[src/hdl/dma_ctrl_pkg.sv]
/*
  Shared constants, register map and carrier types of the DMA channel
  control block. Assumes 8-bit I/O addresses and byte-wide data.
*/
`default_nettype none
package dma_ctrl_pkg;

  // ----------------------------------------------------------------
  // Register map
  // ----------------------------------------------------------------
  localparam logic [7:0] OFF_LO_CMD_STS = 8'h08;
  localparam logic [7:0] OFF_LO_SMASK   = 8'h0a;
  localparam logic [7:0] OFF_LO_MODE    = 8'h0b;
  localparam logic [7:0] OFF_HI_CMD_STS = 8'hd0;
  localparam logic [7:0] OFF_HI_SMASK   = 8'hd4;
  localparam logic [7:0] OFF_HI_MODE    = 8'hd6;
  localparam logic [7:0] UNMAPPED_READ  = 8'h00;

  // ----------------------------------------------------------------
  // Field positions
  // ----------------------------------------------------------------
  localparam int unsigned CMD_ROT_BIT   = 4;
  localparam int unsigned CMD_DIS_BIT   = 2;
  localparam int unsigned SMASK_SET_BIT = 2;
  localparam int unsigned MODE_LSB      = 2;
  localparam int unsigned COUNT_W       = 16;

  // ----------------------------------------------------------------
  // Encodings and reset values
  // ----------------------------------------------------------------
  localparam logic [1:0] XMODE_DEMAND  = 2'h0;
  localparam logic [1:0] XMODE_SINGLE  = 2'h1;
  localparam logic [1:0] XMODE_CASCADE = 2'h3;
  localparam logic [1:0] XTYPE_VERIFY  = 2'h0;
  localparam logic [1:0] XTYPE_ILLEGAL = 2'h3;
  localparam logic [3:0] MASK_RESET    = 4'hf;
  localparam logic [3:0] TC_RESET      = 4'h0;

  typedef struct packed {
    logic [1:0] xfer_mode;
    logic       decrement;
    logic       autoinit;
    logic [1:0] xfer_type;
  } mode_t;

  typedef struct packed {
    logic [COUNT_W-1:0] addr;
    logic [COUNT_W-1:0] count;
  } chan_base_t;

  typedef struct packed {
    logic [2:0]         chan;
    logic [COUNT_W-1:0] addr;
    logic [1:0]         xfer_type;
    logic               strobe_en;
    logic               decrement;
    logic               last;
  } svc_word_t;

  typedef struct packed {
    logic       valid;
    logic [1:0] idx;
  } pick_t;

  // Fixed: lowest index wins. Rotating: the one after the last winner.
  function automatic pick_t pick4(input logic [3:0] req, input logic [1:0] last,
                                  input logic rot);
    pick_t      p;
    logic [1:0] idx;
    p = '0;
    for (int k = 3; k >= 0; k--) begin
      idx = rot ? 2'(last + 2'(k) + 2'h1) : 2'(k);
      if (req[idx]) begin
        p.valid = 1'b1;
        p.idx   = idx;
      end
    end
    return p;
  endfunction

endpackage
`default_nettype wire

[src/hdl/svc_buffer.sv]
/*
  Small valid/ready buffer for service words.
  Assumes a single clock; the drain side may stall at will.
*/
`default_nettype none
module svc_buffer #(
  parameter int unsigned WIDTH = 8,
  parameter int unsigned DEPTH = 2
) (
  input  wire logic             core_clk_i,
  input  wire logic             rst_n_i,
  input  wire logic             in_valid_i,
  output logic                  in_ready_o,
  input  wire logic [WIDTH-1:0] in_data_i,
  output logic                  out_valid_o,
  input  wire logic             out_ready_i,
  output logic [WIDTH-1:0]      out_data_o
);
  localparam int unsigned PW = (DEPTH > 1) ? $clog2(DEPTH) : 1;

  typedef struct packed {
    logic [DEPTH-1:0][WIDTH-1:0] mem;
    logic [PW-1:0]               wr;
    logic [PW-1:0]               rd;
    logic [PW:0]                 cnt;
  } state_t;

  state_t q, d;
  logic   push, pop;

  assign in_ready_o  = (q.cnt != (PW+1)'(DEPTH));
  assign out_valid_o = (q.cnt != '0);
  assign out_data_o  = q.mem[q.rd];
  assign push        = in_valid_i & in_ready_o;
  assign pop         = out_valid_o & out_ready_i;

  always_comb begin
    d = q;
    if (push) begin
      d.mem[q.wr] = in_data_i;
      d.wr        = (q.wr == PW'(DEPTH - 1)) ? '0 : PW'(q.wr + 1'b1);
    end
    if (pop) begin
      d.rd = (q.rd == PW'(DEPTH - 1)) ? '0 : PW'(q.rd + 1'b1);
    end
    if (push && !pop) begin
      d.cnt = (PW+1)'(q.cnt + 1'b1);
    end else if (pop && !push) begin
      d.cnt = (PW+1)'(q.cnt - 1'b1);
    end
  end

  always_ff @(posedge core_clk_i or negedge rst_n_i) begin
    if (!rst_n_i) begin
      q <= '0;
    end else begin
      q <= d;
    end
  end
endmodule
`default_nettype wire

[src/hdl/chan_counter.sv]
/*
  Per-channel base/current address and count with wrap and reload.
  Assumes step_i is a one-cycle pulse per transfer.
*/
`default_nettype none
module chan_counter #(
  parameter int unsigned CW = 16
) (
  input  wire logic          core_clk_i,
  input  wire logic          rst_n_i,
  input  wire logic          load_i,
  input  wire logic [CW-1:0] base_addr_i,
  input  wire logic [CW-1:0] base_count_i,
  input  wire logic          step_i,
  input  wire logic          decr_i,
  input  wire logic          autoinit_i,
  output logic [CW-1:0]      cur_addr_o,
  output logic [CW-1:0]      cur_count_o,
  output logic               zero_o
);
  typedef struct packed {
    logic [CW-1:0] ba;
    logic [CW-1:0] bc;
    logic [CW-1:0] ca;
    logic [CW-1:0] cc;
  } state_t;

  state_t q, d;

  assign cur_addr_o  = q.ca;
  assign cur_count_o = q.cc;
  assign zero_o      = (q.cc == '0);

  always_comb begin
    d = q;
    if (load_i) begin
      d.ba = base_addr_i;
      d.bc = base_count_i;
      d.ca = base_addr_i;
      d.cc = base_count_i;
    end else if (step_i) begin
      if (zero_o && autoinit_i) begin
        d.ca = q.ba;
        d.cc = q.bc;
      end else begin
        // Zero wraps to all ones, which is the terminal count step
        d.cc = CW'(q.cc - 1'b1);
        d.ca = decr_i ? CW'(q.ca - 1'b1) : CW'(q.ca + 1'b1);
      end
    end
  end

  always_ff @(posedge core_clk_i or negedge rst_n_i) begin
    if (!rst_n_i) begin
      q <= '0;
    end else begin
      q <= d;
    end
  end
endmodule
`default_nettype wire

[src/hdl/dma_channel_control_regs.sv]
/*
  Command, status, single-mask and mode logic of a two-group,
  eight-channel DMA controller, with arbitration and a service-word
  stream toward the bus cycle engine.
  Assumes byte I/O strobes on core_clk_i, asynchronous request pins,
  base values loaded by the address/count register logic outside.
*/
`default_nettype none
module dma_channel_control_regs #(
  parameter int unsigned BUF_DEPTH = 2
) (
  input  wire logic                          core_clk_i,
  input  wire logic                          rst_n_i,
  input  wire logic [7:0]                    io_addr_i,
  input  wire logic                          io_wr_i,
  input  wire logic                          io_rd_i,
  input  wire logic [7:0]                    io_wdata_i,
  output logic [7:0]                         io_rdata_o,
  output logic                               io_rvalid_o,
  input  wire logic [7:0]                    channel_request_line_i,
  input  wire logic [7:0]                    sw_request_i,
  input  wire logic [1:0]                    master_clear_i,
  input  wire logic [7:0]                    base_load_i,
  input  wire dma_ctrl_pkg::chan_base_t [7:0] base_i,
  output logic                               svc_valid_o,
  input  wire logic                          svc_ready_i,
  output dma_ctrl_pkg::svc_word_t            svc_word_o,
  output logic [7:0]                         channel_mask_o,
  output dma_ctrl_pkg::mode_t [7:0]          channel_mode_o,
  output logic [7:0]                         terminal_count_o,
  output logic [1:0]                         group_active_o
);
  import dma_ctrl_pkg::*;

  // ----------------------------------------------------------------
  // State
  // ----------------------------------------------------------------
  typedef struct packed {
    logic [7:0]      sync1;
    logic [7:0]      sync2;
    logic [1:0]      rotate;
    logic [1:0]      disable_grp;
    logic [7:0]      tc_flag;
    logic [7:0]      mask;
    mode_t [7:0]     mode;
    logic [1:0][1:0] last;
    logic [7:0]      rdata;
    logic            rvalid;
    logic [7:0]      tc_pulse;
  } state_t;

  state_t q, d;

  // ----------------------------------------------------------------
  // Request view, arbitration and stepping
  // ----------------------------------------------------------------
  logic [7:0]         req_raw;
  logic [7:0]         req_stat;
  logic [7:0]         eligible;
  logic               lo_en, hi_en;
  pick_t              lo_pick, hi_pick;
  logic [3:0]         hi_req;
  logic [2:0]         win_ch;
  logic               fire;
  logic               buf_ready;
  logic [7:0]         step;
  logic [7:0]         zero;
  logic [7:0]         tc_ev;
  logic [7:0]         sts_lo, sts_hi;
  logic [COUNT_W-1:0] cur_addr [8];
  svc_word_t          word;

  // Only the second stage of the synchroniser is looked at
  assign req_raw  = q.sync2 | sw_request_i;
  assign req_stat = {req_raw[7:5], |req_raw[3:0], req_raw[3:0]};

  always_comb begin
    for (int i = 0; i < 8; i++) begin
      // Cascade channels run their own cycles, so no word is issued
      eligible[i] = req_raw[i] & ~q.mask[i] &
                    (q.mode[i].xfer_mode != XMODE_CASCADE);
    end
  end

  assign lo_en   = ~q.disable_grp[0] & ~q.disable_grp[1];
  assign hi_en   = ~q.disable_grp[1];
  assign lo_pick = pick4(eligible[3:0] & {4{lo_en}}, q.last[0], q.rotate[0]);
  // Channel 4 slot stands for the whole lower group
  assign hi_req  = {eligible[7:5], lo_pick.valid & ~q.mask[4]} & {4{hi_en}};
  assign hi_pick = pick4(hi_req, q.last[1], q.rotate[1]);
  assign win_ch  = (hi_pick.idx == 2'h0) ? {1'b0, lo_pick.idx} : {1'b1, hi_pick.idx};
  assign fire    = hi_pick.valid & buf_ready;
  assign step    = fire ? 8'(8'h01 << win_ch) : 8'h00;
  assign tc_ev   = step & zero;

  always_comb begin
    word           = '0;
    word.chan      = win_ch;
    word.addr      = cur_addr[win_ch];
    word.xfer_type = q.mode[win_ch].xfer_type;
    // Verify and illegal types raise no memory or I/O strobe
    word.strobe_en = (q.mode[win_ch].xfer_type != XTYPE_VERIFY) &&
                     (q.mode[win_ch].xfer_type != XTYPE_ILLEGAL);
    word.decrement = q.mode[win_ch].decrement;
    word.last      = zero[win_ch];
  end

  for (genvar g = 0; g < 8; g++) begin : g_chan
    chan_counter #(.CW(COUNT_W)) u_cnt (
      .core_clk_i  (core_clk_i),
      .rst_n_i     (rst_n_i),
      .load_i      (base_load_i[g]),
      .base_addr_i (base_i[g].addr),
      .base_count_i(base_i[g].count),
      .step_i      (step[g]),
      .decr_i      (q.mode[g].decrement),
      .autoinit_i  (q.mode[g].autoinit),
      .cur_addr_o  (cur_addr[g]),
      .cur_count_o (),
      .zero_o      (zero[g])
    );
  end

  svc_buffer #(.WIDTH($bits(svc_word_t)), .DEPTH(BUF_DEPTH)) u_buf (
    .core_clk_i (core_clk_i),
    .rst_n_i    (rst_n_i),
    .in_valid_i (hi_pick.valid),
    .in_ready_o (buf_ready),
    .in_data_i  (word),
    .out_valid_o(svc_valid_o),
    .out_ready_i(svc_ready_i),
    .out_data_o (svc_word_o)
  );

  // ----------------------------------------------------------------
  // Register access and next state
  // ----------------------------------------------------------------
  assign sts_lo = {req_stat[3:0], q.tc_flag[3:0]};
  assign sts_hi = {req_stat[7:4], q.tc_flag[7:5], 1'b0};

  always_comb begin
    logic       grp;
    logic [2:0] ch;
    grp        = (io_addr_i[7:4] != 4'h0);
    ch         = {grp, io_wdata_i[1:0]};
    d          = q;
    d.sync1    = channel_request_line_i;
    d.sync2    = q.sync1;
    d.rvalid   = io_rd_i;
    d.tc_pulse = tc_ev;
    if (fire) begin
      d.last[1] = hi_pick.idx;
      if (hi_pick.idx == 2'h0) begin
        d.last[0] = lo_pick.idx;
      end
    end
    if (io_wr_i) begin
      if (io_addr_i == OFF_LO_CMD_STS || io_addr_i == OFF_HI_CMD_STS) begin
        d.rotate[grp]      = io_wdata_i[CMD_ROT_BIT];
        d.disable_grp[grp] = io_wdata_i[CMD_DIS_BIT];
      end
      if (io_addr_i == OFF_LO_SMASK || io_addr_i == OFF_HI_SMASK) begin
        d.mask[ch] = io_wdata_i[SMASK_SET_BIT];
      end
      if (io_addr_i == OFF_LO_MODE || io_addr_i == OFF_HI_MODE) begin
        d.mode[ch] = mode_t'(io_wdata_i[7:MODE_LSB]);
      end
    end
    d.rdata = UNMAPPED_READ;
    if (io_rd_i) begin
      if (io_addr_i == OFF_LO_CMD_STS) begin
        d.rdata          = sts_lo;
        d.tc_flag[3:0]   = TC_RESET;
      end else if (io_addr_i == OFF_HI_CMD_STS) begin
        d.rdata          = sts_hi;
        d.tc_flag[7:4]   = TC_RESET;
      end
    end
    // A terminal count in the read cycle survives the clear
    for (int i = 0; i < 8; i++) begin
      if (tc_ev[i]) begin
        d.tc_flag[i] = (i != 4);
        if (!q.mode[i].autoinit) begin
          d.mask[i] = 1'b1;
        end
      end
    end
    // Master clear resets the group's command, priority, flag, mask and mode state and wins over every other update of it
    for (int g = 0; g < 2; g++) begin
      if (master_clear_i[g]) begin
        d.rotate[g]          = 1'b0;
        d.disable_grp[g]     = 1'b0;
        d.last[g]            = 2'h0;
        d.tc_flag[g*4 +: 4]  = TC_RESET;
        d.mask[g*4 +: 4]     = MASK_RESET;
        for (int c = 0; c < 4; c++) begin
          d.mode[g*4 + c] = '0;
        end
      end
    end
  end

  always_ff @(posedge core_clk_i or negedge rst_n_i) begin
    if (!rst_n_i) begin
      q      <= '0;
      q.mask <= {MASK_RESET, MASK_RESET};
    end else begin
      q <= d;
    end
  end

  assign io_rdata_o       = q.rdata;
  assign io_rvalid_o      = q.rvalid;
  assign channel_mask_o   = q.mask;
  assign channel_mode_o   = q.mode;
  assign terminal_count_o = q.tc_pulse;
  assign group_active_o   = {hi_en, lo_en};

  // ----------------------------------------------------------------
  // Checks
  // ----------------------------------------------------------------
  rotate_write_a: assert property (@(posedge core_clk_i) disable iff (!rst_n_i)
    (io_wr_i && io_addr_i == OFF_HI_CMD_STS && !master_clear_i[1])
    |=> (q.rotate[1] == $past(io_wdata_i[CMD_ROT_BIT])))
    else $error("rotate bit not taken from command write");

  group_disable_a: assert property (@(posedge core_clk_i) disable iff (!rst_n_i)
    q.disable_grp[0] |-> !(fire && !win_ch[2]))
    else $error("disabled lower group issued a transfer");

  cascade_stop_a: assert property (@(posedge core_clk_i) disable iff (!rst_n_i)
    (q.disable_grp[1] |-> !fire) and (group_active_o[0] |-> group_active_o[1]))
    else $error("upper group disable did not stop both groups");

  status_req_a: assert property (@(posedge core_clk_i) disable iff (!rst_n_i)
    (io_rd_i && io_addr_i == OFF_LO_CMD_STS)
    |=> (io_rvalid_o && io_rdata_o[7:4] == $past(q.sync2[3:0] | sw_request_i[3:0])))
    else $error("lower status request bits wrong");

  cascade_status_a: assert property (@(posedge core_clk_i) disable iff (!rst_n_i)
    (io_rd_i && io_addr_i == OFF_HI_CMD_STS)
    |=> (io_rdata_o[4] == $past(|req_raw[3:0]) && io_rdata_o[0] == 1'b0))
    else $error("channel 4 status not the OR of the lower group");

  tc_flag_a: assert property (@(posedge core_clk_i) disable iff (!rst_n_i)
    (tc_ev[2] && !master_clear_i[0]) |=> (q.tc_flag[2] && terminal_count_o[2]))
    else $error("terminal count flag not set");

  single_mask_a: assert property (@(posedge core_clk_i) disable iff (!rst_n_i)
    (io_wr_i && io_addr_i == OFF_LO_SMASK && io_wdata_i[1:0] == 2'h1 && !master_clear_i[0]
     && !tc_ev[1]) |=> (q.mask[1] == $past(io_wdata_i[SMASK_SET_BIT])
     && (q.mask[0] == $past(q.mask[0]) || $past(tc_ev[0]))))
    else $error("single mask write touched the wrong channel");

  mode_store_a: assert property (@(posedge core_clk_i) disable iff (!rst_n_i)
    (io_wr_i && io_addr_i == OFF_HI_MODE && io_wdata_i[1:0] == 2'h2 && !master_clear_i[1])
    |=> (q.mode[6] == $past(io_wdata_i[7:2])))
    else $error("mode bits not stored in selected channel");

  cascade_quiet_a: assert property (@(posedge core_clk_i) disable iff (!rst_n_i)
    fire |-> (q.mode[win_ch].xfer_mode != XMODE_CASCADE && win_ch != 3'h4))
    else $error("cascade channel issued a transfer word");

  tc_mask_a: assert property (@(posedge core_clk_i) disable iff (!rst_n_i)
    (tc_ev[1] && !q.mode[1].autoinit) |=> q.mask[1])
    else $error("terminal count did not mask the channel");

  master_clear_a: assert property (@(posedge core_clk_i) disable iff (!rst_n_i)
    master_clear_i[0] |=> (q.mask[3:0] == MASK_RESET && q.tc_flag[3:0] == TC_RESET
                           && !q.rotate[0] && !q.mode[0].autoinit))
    else $error("master clear did not act as reset");

  high_clear_a: assert property (@(posedge core_clk_i) disable iff (!rst_n_i)
    master_clear_i[1] |=> (q.mask[7:4] == MASK_RESET && !q.disable_grp[1]
                           && !q.rotate[1]))
    else $error("upper master clear did not act as reset");

  cmd_disable_a: assert property (@(posedge core_clk_i) disable iff (!rst_n_i)
    (io_wr_i && io_addr_i == OFF_LO_CMD_STS && !master_clear_i[0])
    |=> (q.disable_grp[0] == $past(io_wdata_i[CMD_DIS_BIT])))
    else $error("group enable bit not taken from command write");

  fixed_prio_a: assert property (@(posedge core_clk_i) disable iff (!rst_n_i)
    (fire && hi_pick.idx == 2'h0 && !q.rotate[0] && eligible[0])
    |-> (win_ch == 3'h0))
    else $error("fixed priority did not pick the lowest channel");

  mask_block_a: assert property (@(posedge core_clk_i) disable iff (!rst_n_i)
    fire |-> !q.mask[win_ch])
    else $error("masked channel issued a transfer");

  // An autoinit channel keeps running, so its mask must not move at terminal count
  autoinit_keep_a: assert property (@(posedge core_clk_i) disable iff (!rst_n_i)
    (tc_ev[2] && q.mode[2].autoinit && !master_clear_i[0]
     && !(io_wr_i && io_addr_i == OFF_LO_SMASK)) |=> (q.mask[2] == $past(q.mask[2])))
    else $error("autoinit channel was masked at terminal count");

  // The mask set at terminal count is what stops the channel; there is no stop flag
  tc_stop_a: assert property (@(posedge core_clk_i) disable iff (!rst_n_i)
    (tc_ev[1] && !q.mode[1].autoinit) |=> !step[1])
    else $error("channel kept running after terminal count");

  tc_pulse_a: assert property (@(posedge core_clk_i) disable iff (!rst_n_i)
    (fire && word.last) |=> (terminal_count_o != 8'h00))
    else $error("last transfer gave no terminal count pulse");

  verify_strobe_a: assert property (@(posedge core_clk_i) disable iff (!rst_n_i)
    (svc_valid_o && (svc_word_o.xfer_type == XTYPE_VERIFY
                     || svc_word_o.xfer_type == XTYPE_ILLEGAL)) |-> !svc_word_o.strobe_en)
    else $error("verify or illegal word enables strobes");

  rvalid_pulse_a: assert property (@(posedge core_clk_i) disable iff (!rst_n_i)
    1'b1 |=> (io_rvalid_o == $past(io_rd_i)))
    else $error("read valid is not a pulse one cycle after the read");

  // Write-only and unmapped addresses read as zero so no stale byte leaks out
  unmapped_read_a: assert property (@(posedge core_clk_i) disable iff (!rst_n_i)
    (io_rd_i && io_addr_i != OFF_LO_CMD_STS && io_addr_i != OFF_HI_CMD_STS)
    |=> (io_rdata_o == UNMAPPED_READ))
    else $error("non-status read did not return zero");
endmodule
`default_nettype wire

[config.mk]
export PLATFORM = sky130hd
export DESIGN_NAME = dma_channel_control_regs
export DESIGN_NICKNAME = d
export VERILOG_FILES = /design/src/hdl/dma_ctrl_pkg.sv /design/src/hdl/svc_buffer.sv /design/src/hdl/chan_counter.sv /design/src/hdl/dma_channel_control_regs.sv
export SDC_FILE = /design/constraint.sdc
export NUM_CORES = 2
export LEC_CHECK = 0
export ABC_AREA = 1
export BUFFER_PORTS_ARGS = -buffer_cell sky130_fd_sc_hd__buf_2
export CAP_MARGIN = 10
export CORE_MARGIN = 1.5
export CORE_UTILIZATION = 50
export DETAILED_ROUTE_END_ITERATION = 8
export PLACE_DENSITY = 0.7
export SYNTH_ARGS = -nofsm -noshare
export SYNTH_HDL_FRONTEND = slang
export SYNTH_SLANG_ARGS = --single-unit
[constraint.sdc]
create_clock -name core_clk_i -period 4.2 [get_ports core_clk_i]
set_input_delay 0.84 -clock core_clk_i [delete_from_list [all_inputs] [get_ports core_clk_i]]
set_output_delay 0.84 -clock core_clk_i [all_outputs]
set_load 0.03 [all_outputs]
==> results list <==
- In the final layout, the share of cells above drive strength 1 is 0.125.
* Post-CTS setup buffers: 0
* Number of antenna violations at the first check in global routing: 5
- Number of synthesis warnings: 0
- After clock tree synthesis, the flow added hold-fix buffers numbering 0.
* FF+latch area: 0.0159 mm2
* Mapped Area: 0.0360 mm2
* Data arrival time of the critical path: 2820 ps
- Headroom to the max-slew limit: 0.256
* Net count, final: 5488
- In the finished design, the share of the clock period the worst path needs comes to 0.871.
* Seq cells post-synth: 634
* Number of enable flip-flop cells after synthesis: 0
- The final route contains 33000 vias.
- Total design power: 17.5 mW
- Cell count after synthesis: 4767
* Worst min-delay path class: input port to asynchronous set/reset pin
- Yosys top cell by area: dfrtp_1
- Largest driver fanout on the critical path: 25
* Kind of end point of the critical path: primary output
- CP Class: flop to primary output
- Die W: 271 um
- Routability-driven placement congestion ratio: 0.938
* Final core utilization: 0.577
- Entering global routing, the biggest net connects 95 pins.
- Counting the fill cells in the layout gives 6685.
- Layout-stage area growth over the synthesis result: 14.5%
- Counting the buffers created by CTS gives 73.
- The clock period could shrink to 3660 ps.
* Global routing usage summed across all routing layers: 0.296
* Yosys top cell area share: 0.436
* Final hold viol count: 0
* Required time of the worst setup path: 3360 ps
* Fraction of registers with async set or reset after synthesis: 1.00
* Row count: 98
* Setup repair after global routing missed its margin: false
* Number of remaining DRC errors: 0
- At the pin with the least slew margin, the transition time is 1120 ps.
* Total area of multi-input combinational cells: 0.0169 mm2
- Total die area: 0.0735 mm2
* Power density over the cells: 425 mW/mm2
- Final setup violating endpoints: 0
- Maximum Capacitance Violations: 0
* Synthesized Nets: 5184
* Highest Clock Rate: 0.273 GHz
- Area of all placed cells without fillers: 0.0412 mm2
- IO Count: 403
* Largest cells by area after synthesis: dfrtp_1 44%, nand2_1 16%, o21ai_0 8.6%
* Drt wl/cell: 18.0 um
- Proportion of synthesized chip area in sequential cells: 0.441
* Post-synth cell types: 57
- In this run, the number of DRC markers left after iteration 0 of detailed routing was 3046.
* Most repeated cell in the gate-level netlist after synthesis: nand2_1
* Leak Pwr: 21.4 nW
- Critical path startpoint category: flop
- Vertical extent of the die: 271 um
* Number of iterations in the first detailed-routing pass: 6
- DR vias/cell: 5.44
* Placed cell areas: 0.0386 mm2
* CTS-repair resized insts: 0
- CTS tree: yes
* Hold slack final: 275 ps
* Post-synth top flop: dfrtp_1
- Clock-pin slew was measured on the worst setup and hold paths at 60 ps.
- The number of global-route vias before repair came to 30900.
- Clock latency on the worst-skew pair, taken at its later pin, is 620 ps.
- Global routing finished with a remaining overflow of 0.
- Starting density of the core: 0.504
- The wire-length estimate of the detail-placed layout is 80200 um.
- Most used standard cells in the synthesized netlist: 1521 x nand2_1, 626 x dfrtp_1, 618 x o21ai_0
- The number of antenna diodes in the final layout is 0.
- Number of routed nets with antenna violations: 0
- The final number of max-transition violations was 0.
- Core Box Area: 0.0714 mm2
* Drt total wl: 110000 um
- Dividing the synthesized area by the synthesized cell count gives 7.54 um2.
* Sink Count: 634
- Clock skew on the completed layout was measured at 19.2 ps.
- During placement, the flow inserted port buffers numbering 400.
* Outcome: finished, final reports clean
- Buffers from clock root to sink, at most: 3
- Clock tree synthesis selected as its root buffer the cell clkbuf_16.
- Highest ir drop seen on vdd: 0.315 mV
- Number of H-tree levels: 3
* Setup tns final: 0 ps
* Wire length of the first global-routing pass: 172000 um
## cell families after synthesis
group | after synthesis | share of synthesized area
and+or+nand+nor | 2091 | 0.235
AOI/OAI and AO/OA | 1032 | 0.158
buffers and inverters | 742 | 0.0874
DFF | 634 | 0.441
xor gates and xnor gates | 153 | 0.0373
adders and majority gates | 114 | 0.0411
other | 1 | 0.000104
## state kept, by name (all words and copies together), names as in the netlist
signal / cells
d: 7
io_rdata_o: 8
terminal_count_o: 8
g_chan.u_cnt.cur_count_o: 128
u_buf.q: 52
io_rvalid_o: 1
g_chan.u_cnt.cur_addr_o: 128
channel_mode_o: 48
q: 22
channel_mask_o: 8
g_chan.u_cnt.q: 224
## power by group
part / switching (mW) / internal (mW)
clock network: 2.64 / 4.22
registers: 0.470 / 6.80
logic: 2.21 / 1.15
total: 5.32 / 12.2
## metrics by stage
stage,worst slack (ps),std cells
5_1_grt,110,6074
6_report,541,6074
3_5_place_dp,19.6,5946
3_3_place_gp,58.9,5946
2_1_floorplan,1150,4767
4_1_cts,558,6074
## layer usage
metal	share of wire	track usage	vias up
met5	0.00057	0	-
met4	0.038	0.110	10
met3	0.073	0.0560	229
met2	0.45	0.459	1093
met1	0.44	0.414	15600
li1	-	-	16100
## cell usage in the layout, fill, tap and decap left out, types with 75 or more instances in the layout
cell type  instances
buf_4             75
a21oi_1          174
o21ai_0          618
dfrtp_1          626
buf_2            399
nand3_1          235
ha_1             107
nand2_1         1521
xor2_1           103
nor2_1           213
inv_1            469
clkbuf_16         79
## final timing paths
path,from,to,slack (ps),cells past startpoint
worst max-delay path,u_buf.q[2],svc_word_o[12],540,5
worst min-delay path,rst_n_i,g_chan[2].u_cnt.q[37],270,1
worst max register to register,q[91],g_chan[0].u_cnt.cur_count_o[13],570,20
worst min register to register,d[89],q[89],350,0
max in group asynchronous,rst_n_i,g_chan[0].u_cnt.cur_count_o[12],2950,2
min in group core_clk_i,channel_request_line_i[6],d[95],330,1
## layout make-up
| class | count | share of cell area |
|---|---|---|
| timing repair buffer | 486 | 0.0679 |
| multi-input combinational | 3391 | 0.411 |
| inverter | 485 | 0.0442 |
| clock inverter | 23 | 0.00914 |
| sequential | 634 | 0.385 |
| tap | 950 | 0.0289 |
| clock buffer | 105 | 0.0530 |
## critical path, cell delays in order, from the launching register on
cell,delay [ps]
dfrtp_1,320
buf_4,330
clkinv_1,830
nand2_1,260
nand2_1,200
buf_2,230
Note: power is estimated with default switching activity, not from simulation.
